### src/verilog/nas_pkg.sv
// Shared constants and types for the nibble ALU status word
package nas_pkg;

   localparam int ADDR_W = 7;
   localparam int NIB_W  = 4;
   localparam int ROW_W  = 3;
   localparam int COL_W  = 4;

   // System register map
   localparam logic [6:0] SYS_ZERO_LO = 7'h74;
   localparam logic [6:0] SYS_ZERO_HI = 7'h7D;
   localparam logic [6:0] ADDR_MODE   = 7'h7E;
   localparam logic [6:0] ADDR_FLAGS  = 7'h7F;

   // Bit positions inside the two status nibbles
   localparam int FLAGS_CMP_BIT = 3;
   localparam int FLAGS_CY_BIT  = 2;
   localparam int FLAGS_Z_BIT   = 1;
   localparam int MODE_BCD_BIT  = 0;

   localparam logic [2:0] ROW_POINTER = 3'h0;
   localparam logic [3:0] NIB_ZERO    = 4'h0;
   localparam logic [3:0] PSW_RESET   = 4'h0;

   // Decimal digit adjust
   localparam logic [4:0] DEC_MAX = 5'h09;
   localparam logic [4:0] DEC_ADJ = 5'h06;

   typedef enum logic [3:0] {
      OP_NOP   = 4'h0,
      OP_ADD   = 4'h1,
      OP_ADD_WITH_CARRY  = 4'h2,
      OP_SUB   = 4'h3,
      OP_SUBTRACT_WITH_BORROW  = 4'h4,
      OP_OR    = 4'h5,
      OP_AND   = 4'h6,
      OP_XOR   = 4'h7,
      OP_SKT   = 4'h8,
      OP_SKF   = 4'h9,
      OP_SKE   = 4'hA,
      OP_SKIP_IF_NOT_EQUAL  = 4'hB,
      OP_SKIP_IF_GREATER_EQUAL  = 4'hC,
      OP_SKIP_IF_LESS  = 4'hD,
      OP_ROTATE_RIGHT_THROUGH_CARRY  = 4'hE
   } nas_op_t;

   typedef struct packed {
      nas_op_t    op;
      logic [3:0] a;
      logic [3:0] b;
      logic       dest_gen;
      logic [3:0] col;
      logic [6:0] m_addr;
   } nas_req_t;

   typedef struct packed {
      logic cmp;
      logic cy;
      logic z;
      logic bcd;
   } nas_flags_t;

   typedef struct packed {
      logic       en;
      logic [6:0] addr;
      logic [3:0] data;
   } nas_wb_t;

endpackage : nas_pkg

### src/verilog/nas_status_word.sv
// Status word, flag update and write-back control of the nibble ALU
`timescale 1ns/1ps
`default_nettype none
module nas_status_word (
   input  wire logic               clock,
   input  wire logic               reset_n,
   input  wire logic               op_valid,
   input  wire nas_pkg::nas_req_t  op_req,
   input  wire logic               sys_wr_en,
   input  wire logic [6:0]         sys_wr_addr,
   input  wire logic [3:0]         sys_wr_data,
   input  wire logic               sys_rd_en,
   input  wire logic [6:0]         sys_rd_addr,
   output logic [3:0]              sys_rd_data_q,
   output logic                    sys_rd_hit_q,
   output nas_pkg::nas_wb_t        wb_q,
   output logic                    skip_q,
   output nas_pkg::nas_flags_t     flags_q
);

   ////////////////////////////////////////////////////////////////////////////
   // Datapath

   logic [3:0] alu_res;
   logic       alu_carry;
   logic       alu_is_arith;
   logic       alu_is_bit;
   logic       alu_is_cmp;
   logic       alu_stores;
   logic       alu_skip;

   nas_alu_core u_alu (
      .op       (op_req.op),
      .a        (op_req.a),
      .b        (op_req.b),
      .cy_in    (flags_q.cy),
      .bcd      (flags_q.bcd),
      .res      (alu_res),
      .carry    (alu_carry),
      .is_arith (alu_is_arith),
      .is_bit   (alu_is_bit),
      .is_cmp   (alu_is_cmp),
      .stores   (alu_stores),
      .skip     (alu_skip)
   );

   logic       do_arith;
   logic       do_rotate;
   logic       do_bit;
   logic       res_zero;
   logic       flags_wr;
   logic       mode_wr;
   logic [6:0] gen_addr;

   assign do_arith  = op_valid && alu_is_arith;
   assign do_rotate = op_valid && (op_req.op == nas_pkg::OP_ROTATE_RIGHT_THROUGH_CARRY);
   assign do_bit    = op_valid && alu_is_bit;
   assign res_zero  = (alu_res == nas_pkg::NIB_ZERO);
   assign flags_wr  = sys_wr_en && (sys_wr_addr == nas_pkg::ADDR_FLAGS);
   assign mode_wr   = sys_wr_en && (sys_wr_addr == nas_pkg::ADDR_MODE);
   // Row pointer is fixed, so the general register is a row-0 column
   assign gen_addr  = {nas_pkg::ROW_POINTER, op_req.col};

   ////////////////////////////////////////////////////////////////////////////
   // Flag flip-flops, shared with the status word addresses

   // A software write to a status address wins over a same-cycle operation
   always_ff @(posedge clock) begin
      if (!reset_n) begin
         flags_q <= nas_pkg::nas_flags_t'(nas_pkg::PSW_RESET);
      end else if (flags_wr) begin
         flags_q.cmp <= sys_wr_data[nas_pkg::FLAGS_CMP_BIT];
         flags_q.cy  <= sys_wr_data[nas_pkg::FLAGS_CY_BIT];
         flags_q.z   <= sys_wr_data[nas_pkg::FLAGS_Z_BIT];
      end else if (mode_wr) begin
         flags_q.bcd <= sys_wr_data[nas_pkg::MODE_BCD_BIT];
      end else begin
         if (do_arith) begin
            flags_q.cy <= alu_carry;
            if (!res_zero) begin
               flags_q.z <= 1'b0;
            end else if (!flags_q.cmp) begin
               flags_q.z <= 1'b1;
            end
         end
         if (do_rotate) begin
            flags_q.cy <= alu_carry;
         end
         if (do_bit) begin
            flags_q.cmp <= 1'b0;
         end
      end
   end

   ////////////////////////////////////////////////////////////////////////////
   // Write-back and skip, one instruction per cycle

   always_ff @(posedge clock) begin
      if (!reset_n) begin
         wb_q.en <= 1'b0;
      end else begin
         // Arithmetic under compare hold computes but stores nothing
         wb_q.en <= op_valid && alu_stores && !(alu_is_arith && flags_q.cmp);
      end
   end

   always_ff @(posedge clock) begin
      if (!reset_n) begin
         wb_q.addr <= 7'h00;
         wb_q.data <= nas_pkg::NIB_ZERO;
      end else if (op_valid) begin
         wb_q.addr <= op_req.dest_gen ? gen_addr : op_req.m_addr;
         wb_q.data <= alu_res;
      end
   end

   always_ff @(posedge clock) begin
      if (!reset_n) begin
         skip_q <= 1'b0;
      end else begin
         skip_q <= op_valid && alu_skip;
      end
   end

   ////////////////////////////////////////////////////////////////////////////
   // System register read-back

   logic       rd_in_zero;
   logic [3:0] rd_value;

   assign rd_in_zero = (sys_rd_addr >= nas_pkg::SYS_ZERO_LO) &&
                       (sys_rd_addr <= nas_pkg::SYS_ZERO_HI);

   always_comb begin
      rd_value = nas_pkg::NIB_ZERO;
      if (sys_rd_addr == nas_pkg::ADDR_FLAGS) begin
         rd_value[nas_pkg::FLAGS_CMP_BIT] = flags_q.cmp;
         rd_value[nas_pkg::FLAGS_CY_BIT]  = flags_q.cy;
         rd_value[nas_pkg::FLAGS_Z_BIT]   = flags_q.z;
      end else if (sys_rd_addr == nas_pkg::ADDR_MODE) begin
         rd_value[nas_pkg::MODE_BCD_BIT] = flags_q.bcd;
      end
   end

   always_ff @(posedge clock) begin
      if (!reset_n) begin
         sys_rd_data_q <= nas_pkg::NIB_ZERO;
         sys_rd_hit_q  <= 1'b0;
      end else if (sys_rd_en) begin
         sys_rd_data_q <= rd_value;
         sys_rd_hit_q  <= rd_in_zero || (sys_rd_addr == nas_pkg::ADDR_FLAGS) ||
                          (sys_rd_addr == nas_pkg::ADDR_MODE);
      end
   end

   logic       plain_op;
   logic [4:0] bin_sum;
   logic [4:0] bin_sum_c;

   assign plain_op  = op_valid && !sys_wr_en;
   assign bin_sum   = {1'b0, op_req.a} + {1'b0, op_req.b};
   assign bin_sum_c = bin_sum + {4'h0, flags_q.cy};
endmodule : nas_status_word
`default_nettype wire

### src/verilog/nas_alu_core.sv
// Combinational 4-bit datapath of the nibble ALU
`timescale 1ns/1ps
`default_nettype none
module nas_alu_core (
   input  wire nas_pkg::nas_op_t op,
   input  wire logic [3:0]       a,
   input  wire logic [3:0]       b,
   input  wire logic             cy_in,
   input  wire logic             bcd,
   output logic [3:0]            res,
   output logic                  carry,
   output logic                  is_arith,
   output logic                  is_bit,
   output logic                  is_cmp,
   output logic                  stores,
   output logic                  skip
);

   // Add one digit, binary or decimal; returns {carry, sum}
   function automatic logic [4:0] add_digit(input logic [3:0] x, input logic [3:0] y,
                                           input logic c, input logic dec);
      logic [4:0] s;
      s = {1'b0, x} + {1'b0, y} + {4'h0, c};
      if (dec && (s > nas_pkg::DEC_MAX)) begin
         s = {1'b1, 4'(s[3:0] + nas_pkg::DEC_ADJ[3:0])};
      end
      return s;
   endfunction : add_digit

   // Subtract one digit, binary or decimal; returns {borrow, diff}
   function automatic logic [4:0] sub_digit(input logic [3:0] x, input logic [3:0] y,
                                           input logic c, input logic dec);
      logic [4:0] s;
      s = {1'b0, x} - {1'b0, y} - {4'h0, c};
      if (dec && s[4]) begin
         s = {1'b1, 4'(s[3:0] - nas_pkg::DEC_ADJ[3:0])};
      end
      return s;
   endfunction : sub_digit

   logic [4:0] cmp_diff;

   always_comb begin
      res      = nas_pkg::NIB_ZERO;
      carry    = 1'b0;
      is_arith = 1'b0;
      is_bit   = 1'b0;
      is_cmp   = 1'b0;
      stores   = 1'b0;
      skip     = 1'b0;
      cmp_diff = sub_digit(a, b, 1'b0, 1'b0);
      unique case (op)
         nas_pkg::OP_ADD, nas_pkg::OP_ADD_WITH_CARRY: begin
            // Carry in only for the with-carry form
            {carry, res} = add_digit(a, b, (op == nas_pkg::OP_ADD_WITH_CARRY) & cy_in, bcd);
            is_arith     = 1'b1;
            stores       = 1'b1;
         end
         nas_pkg::OP_SUB, nas_pkg::OP_SUBTRACT_WITH_BORROW: begin
            {carry, res} = sub_digit(a, b, (op == nas_pkg::OP_SUBTRACT_WITH_BORROW) & cy_in, bcd);
            is_arith     = 1'b1;
            stores       = 1'b1;
         end
         nas_pkg::OP_OR: begin
            res    = a | b;
            stores = 1'b1;
         end
         nas_pkg::OP_AND: begin
            res    = a & b;
            stores = 1'b1;
         end
         nas_pkg::OP_XOR: begin
            res    = a ^ b;
            stores = 1'b1;
         end
         nas_pkg::OP_SKT: begin
            is_bit = 1'b1;
            skip   = ((a & b) == b);
         end
         nas_pkg::OP_SKF: begin
            is_bit = 1'b1;
            skip   = ((a & b) == nas_pkg::NIB_ZERO);
         end
         nas_pkg::OP_SKE: begin
            is_cmp = 1'b1;
            skip   = (cmp_diff[3:0] == nas_pkg::NIB_ZERO);
         end
         nas_pkg::OP_SKIP_IF_NOT_EQUAL: begin
            is_cmp = 1'b1;
            skip   = (cmp_diff[3:0] != nas_pkg::NIB_ZERO);
         end
         nas_pkg::OP_SKIP_IF_GREATER_EQUAL: begin
            is_cmp = 1'b1;
            skip   = !cmp_diff[4];
         end
         nas_pkg::OP_SKIP_IF_LESS: begin
            is_cmp = 1'b1;
            skip   = cmp_diff[4];
         end
         nas_pkg::OP_ROTATE_RIGHT_THROUGH_CARRY: begin
            res    = {cy_in, a[3:1]};
            carry  = a[0];
            stores = 1'b1;
         end
         default: begin
            res = nas_pkg::NIB_ZERO;
         end
      endcase
   end

endmodule : nas_alu_core
`default_nettype wire

### config.mk
export PLATFORM = sky130hd
export DESIGN_NAME = nas_status_word
export DESIGN_NICKNAME = d
export VERILOG_FILES = /design/src/verilog/nas_pkg.sv /design/src/verilog/nas_status_word.sv /design/src/verilog/nas_alu_core.sv
export SDC_FILE = /design/constraint.sdc
export NUM_CORES = 1
export LEC_CHECK = 0
export BUFFER_PORTS_ARGS = -buffer_cell sky130_fd_sc_hd__buf_2
export CAP_MARGIN = 20
export CORE_ASPECT_RATIO = 2
export CORE_MARGIN = 2
export CORE_UTILIZATION = 52
export CTS_CLUSTER_SIZE = 40
export DETAILED_ROUTE_END_ITERATION = 10
export PLACE_DENSITY_LB_ADDON = 0.25
export SLEW_MARGIN = 20
export SYNTH_ARGS = -nofsm -noshare
export SYNTH_HDL_FRONTEND = slang
export SYNTH_SLANG_ARGS = --single-unit
### constraint.sdc
create_clock -name clock -period 5 [get_ports clock]
set_clock_uncertainty 0.05 [all_clocks]
set_input_delay 0.25 -clock clock [delete_from_list [all_inputs] [get_ports clock]]
set_output_delay 0.25 -clock clock [all_outputs]
set_load 0.005 [all_outputs]
; ---- Word-level counts from Yosys, hierarchy flattened
; Cells that the tools add are included.
[totals]
out_inout_bits = 22
wordCells = 97
register_bits = 22
input_bits = 47
[op_classes]
eq_ne = 21
magnitude_cmp = 3
reduce_logical = 32
muxes = 19
n_addsub = 6
bitwise = 6
[op_table]
columns = operator, n
row1 = $eq 4x4->1 const B, 7
row2 = $eq 7x7->1 const B, 4
row3 = $pmux 4 s6, 1
row4 = $eq 4x3->1 const B, 4
row5 = $logic_and 1x1->1, 12
row6 = $logic_not 4->1, 3
row7 = $mux 5, 2
row8 = $mux 1, 9
row9 = $mux 3, 3
row10 = $eq 4x2->1 const B, 2
row11 = $reduce_or 8->1, 1
row12 = $ge 7x7->1 const B, 1
row13 = $le 7x7->1 const B, 1
row14 = $mux 7, 1
row15 = $pmux 1 s6, 1
row16 = $reduce_and 2->1, 3
row17 = $reduce_or 2->1, 3
row18 = $add 4x4->5, 1
row19 = $add 5x1->5, 1
row20 = $gt 5x4->1 const B, 1
row21 = $sub 4x4->5, 1
row22 = $sub 5x1->5, 1
row23 = $add 4x3->4 const B, 1
row24 = $and 4x4->4, 1
row25 = other kinds (18), 22

; ---- Logic depth before layout (Yosys ltp)
[depth]
depth_word = 13
mapped_depth = 15
ltp_nobuf = 14

; ---- By module
; A second synthesis with hierarchy kept.
[unflattened]
cells_unflattened = 266
area_unflattened_um2 = 2190.9
[by_module_without_submodules]
columns = module, cells_each, area_per_inst_um2, n_inst, seq_area_each_um2
row1 = nas_alu_core, 164, 1248.7, 1, 0.0
row2 = nas_status_word, 102, 942.2, 1, 440.4

; ---- Worst setup path before layout
; Ideal clock, no wire load.
[synth_timing]
path_type = input to register
start = in op_req[20] (netlist bit)
end = reg flags_q[1] (netlist bit)
setup_slack_ns = 1.197
required_ns = 4.878
n_path_buf = 1
t_arrival_ns = 3.681
setup_ns = 0.072
stages = 14
path_cell_list = clkbuf_1 > nand2b_1 > or3_1 > fa_1 > fa_1 > xor2_4 > ha_1 > nand2b_1 > a32o_2 > or3_4 > a21o_1 > a211o_1 > nor4_2 > mux2i_1
[synth_via]
elab_chain_len = 12
word_cells_on_any_way = 33
classes_between = 4 x add/sub / 1 x order compare / 9 x eq/ne / 8 x mux / 2 x bitwise / 9 x reduce/logical
[synth_lines]
columns = item, line
row1 = from (decl), nas_status_word.sv:8  ; input wire nas_pkg::nas_req_t op_req,
row2 = $eq 4x2->1, "nas_alu_core.sv:52, nas_alu_core.sv:55"
row3 = $and 1x1->1, nas_alu_core.sv:55  ; {carry, res} = add_digit(a, b, (op == nas_pkg::OP_ADD_WITH_CARRY) & cy_in, bcd);
row4 = $add 5x1->5, nas_alu_core.sv:23  ; s = {1'b0, x} + {1'b0, y} + {4'h0, c};
row5 = $gt 5x4->1, nas_alu_core.sv:24  ; if (dec && (s > nas_pkg::DEC_MAX)) begin
row6 = $logic_and 1x1->1, nas_alu_core.sv:24
row7 = $mux 5, nas_alu_core.sv:24
row8 = $pmux 4 s6, nas_alu_core.sv:52  ; unique case (op)
row9 = $logic_not 4->1, nas_status_word.sv:58  ; assign res_zero = (alu_res == nas_pkg::NIB_ZERO);
row10 = $mux 1, nas_status_word.sv:80  ; if (!res_zero) begin
row11 = $mux 2, nas_status_word.sv:78  ; if (do_arith) begin
row12 = $mux 3, nas_status_word.sv:75  ; end else if (mode_wr) begin
row13 = $mux 3, nas_status_word.sv:71  ; end else if (flags_wr) begin
row14 = to (signal assigned), nas_status_word.sv:70  ; flags_q <= nas_pkg::nas_flags_t'(nas_pkg::PSW_RESET);
row15 = to (decl), nas_status_word.sv:18  ; output nas_pkg::nas_flags_t flags_q
; Several ways; a longest one is shown, not always the timed one. The select of a mux whose other input is x is not followed.
; A chain may end at the register's enable or synchronous reset.

; ---- Worst setup path after layout
[layout_timing]
start = reg flags_q[2] (netlist bit)
end = reg flags_q[1] (netlist bit)
[layout_via]
elab_chain_len = 11
word_cells_on_any_way = 19
classes_between = 4 x add/sub / 1 x order compare / 1 x eq/ne / 7 x mux / 2 x bitwise / 4 x reduce/logical
[layout_lines]
columns = item, line
row1 = $and 1x1->1, nas_alu_core.sv:55
row2 = $add 5x1->5, nas_alu_core.sv:23
row3 = $gt 5x4->1, nas_alu_core.sv:24
row4 = $logic_and 1x1->1, nas_alu_core.sv:24
row5 = $mux 5, nas_alu_core.sv:24
row6 = $pmux 4 s6 *, nas_alu_core.sv:52
row7 = $logic_not 4->1 *, nas_status_word.sv:58
row8 = $mux 1, nas_status_word.sv:80
row9 = $mux 2, nas_status_word.sv:78
row10 = $mux 3, nas_status_word.sv:75
row11 = $mux 3, nas_status_word.sv:71
; Mark *: on every way between the ends. The rest lies on a longest branch, timed or not. The select of a mux whose other input is x is not followed.

==> impl_metrics.toml <==
[status]
outcome = "finished clean"

[setup_path]
cp.required_ns = 5.14
r2r_end = "flags_q[1]"
path_max_fanout = 6
worstRegToRegCells = 13
cp.arrival_ns = 4.03
critPathCaptureType = "flop"
r2r-start = "flags_q[2]"
critPathKind = "reg2reg"
start_kind = "flop"
reg2reg_slack_ns = 1.12

[placement]
placed_cells = 390
dpl_cell_area_um2 = 2524
hpwl_um = 5301
port_buffers = 68
post-place-ws_ns = 0.9637
gp_congestion = 0.9182

[clock_network]
post_cts_resized = 0
ctsHoldBuffers = 0
cts_buffer_depth = 2
clk_pin_slew_ns = 0.07
insertion_delay_ns = 0.25
htreeDepth = 1
cts_setup_buffers = 0
cts_buffers = 3
clock_sinks = 22
clockRootBuffer = "clkbuf_8"
cts_tree = "built"

[pwr]
p_sw_uw = 166.1
max-vdd-ir-drop_mv = 0.1061
switching_share = 0.3330
leakage_nw = 1.213
p_comb_frac = 0.382
seq_power_share = 0.372
power.total_uw = 499.0
p_int_uw = 332.9
p_clk_frac = 0.246
powerDensity_nw_per_um2 = 193.5

[synthesis]
synth_area_um2 = 2183
async_flop_share = 0
ys_seq_area_frac = 0.2017
ys_ff_latch = 22
ys.flop_type = "dfxtp_1"
ys_types = 62
postSynthAreaPerCell_um2 = 7.715
synth_edf_count = 0
syn_nets = 354
syn_inst = 283
ys_warn_count = 0

[routing]
first_pass_iters = 4
drt_iter0_drc = 43
wl_um = 6257
vias = 2308
via_per_inst = 5.858
wl_per_cell_um = 15.88
drc_errors = 0
final_antenna_net_count = 0

[global_routing]
grt_pass1_vias = 2251
antenna_found_initial = 0
overflow = 0
grt_use_total = 0.2695
grt_max_degree = 23
grt_pass1_wl_um = 9860

[die]
num_rows = 33
die_w_um = 49.82
dieArea_um2 = 4765
die_y_um = 95.64
start_util = 0.5396
io_pins = 69
coreArea_um2 = 4046

[layout]
layout_commonest_cell = "buf_2"
layout-drive-gt1-share = 0.2281
fillCellCount = 398
area_growth_pct = 18.11
fin_util = 0.6373
fin_cells = 394
nets = 414
fin_area_um2 = 2579
final_cell_mix = "buf_2 (68), nor2_1 (30), dfxtp_1 (22)"
antenna-diode-count = 0

[sta]
timing.final.ws_setup_ns = 1.115
hold_viol = 0
rsz0062_at_grt = "no"
worst_pin_slew_ns = 0.7379
fin_tns_setup_ns = 0
whs_ns = 0.1844
slew_headroom = 0.5035
finalCritPeriodShare = 0.7769
timing.final.max_slew_violations = 0
period_minus_slack_ns = 3.885
max_freq_mhz = 257.4
finalSetupViolCount = 0

[min_path]
hp-class = "in2reg"
min-delay-start = "sys_wr_data[0]"
min_path_cells = 3
hold_end = "flags_q[0]"

[flow_run]
cap_violations = 0
-- routing by layer --
metal,track usage,part of all wire,wire [um],vias to the layer above
met5,0,0,0,-
met4,0.2060,0.069,434,0
met3,0.01881,0.040,250,30
met2,0.5389,0.55,3468,103
met1,0.2381,0.34,2103,1042
li1,-,-,-,1133
-- cells by family (layout without fill, tap and decap cells) --
| family | after synthesis | count (layout) | share of synthesized area |
|---|---|---|---|
| AO/OA/AOI/OAI | 78 | 78 | 0.2453 |
| multiplexers | 13 | 13 | 0.06075 |
| AND/OR/NAND/NOR | 109 | 109 | 0.2556 |
| flip-flops | 22 | 22 | 0.2017 |
| adder cells (fa/ha/maj) | 24 | 24 | 0.1479 |
| buffers and inverters | 33 | 92 | 0.06418 |
| XOR/XNOR | 4 | 4 | 0.02465 |
-- worst max-delay path by stage --
stage | startpoint | end | slack, ns | cells after the start
after floorplan | op_req[20] | flags_q[1] | 1.20 | 14
after global routing | flags_q[2] | flags_q[1] | 0.91 | 13
after detailed placement | op_req[20] | flags_q[1] | 0.96 | 14
after global placement | op_req[20] | flags_q[1] | 1.08 | 14
after CTS | flags_q[2] | flags_q[1] | 1.09 | 13
final | flags_q[2] | flags_q[1] | 1.12 | 13
-- Yosys cell counts, types with 2 or more instances --
cell,count,area (um^2)
xnor2_1,2,17.52
a211oi_1,6,45.04
o2111ai_1,2,17.52
a31oi_1,2,12.51
nand3b_1,2,15.01
o2bb2ai_1,2,17.52
fa_1,3,60.06
a21o_1,4,30.03
o32ai_1,2,17.52
inv_1,19,71.32
clkbuf_1,8,30.03
o21bai_1,2,15.01
a211o_1,3,26.28
nor4_1,4,25.02
o211ai_1,5,37.54
dfxtp_1,22,440.4
nand2_1,21,78.83
o22ai_1,3,18.77
o311a_1,2,20.02
nand4_1,3,18.77
nand2b_1,11,68.82
ha_1,21,262.8
a21oi_1,21,105.1
nor3_1,4,20.02
buf_4,2,15.01
nand3_1,10,50.05
and2_1,3,18.77
nor2b_1,12,75.07
mux2i_1,11,110.1
o21ai_0,8,40.04
o221ai_1,2,17.52
nor2_1,30,112.6
or4_1,2,15.01
-- critical path, cell delays in order (launching register included) --
cell and delay [ns]:
dfxtp_1 0.38, nand2b_1 0.11, or3_1 0.37, fa_1 0.42, fa_1 0.48, xor2_4 0.24, ha_1 0.19, nand2b_1 0.06
a32o_2 0.24, or3_4 0.34, a21o_1 0.17, a211o_1 0.29, nor4_2 0.29, mux2i_1 0.20
-- state kept, by name (all words and copies together), names as in the netlist --
signal,flops
flags_q,4
skip_q,1
sys_rd_data_q,4
sys_rd_hit_q,1
wb_q,12
-- power by group through the flow --
stage | clock network, mW | registers, mW | logic, mW
6_report | 0.123 | 0.186 | 0.190
5_1_grt | 0.133 | 0.187 | 0.212
4_1_cts | 0.125 | 0.186 | 0.190
3_5_place_dp | 0 | 0.190 | 0.189
3_3_place_gp | 0 | 0.190 | 0.186
2_1_floorplan | 0 | 0.190 | 0.128
-- area by class of cell --
cell class | count | area (um^2) | area share
flip-flops and latches | 22 | 440.4 | 0.1708
clock buffers | 4 | 55.05 | 0.02135
multi-input cells | 228 | 1603 | 0.6215
inverters | 20 | 75.07 | 0.02911
repair buffers | 68 | 340.3 | 0.1320
well taps | 52 | 65.06 | 0.02523
(Power assumes the default switching activity.)
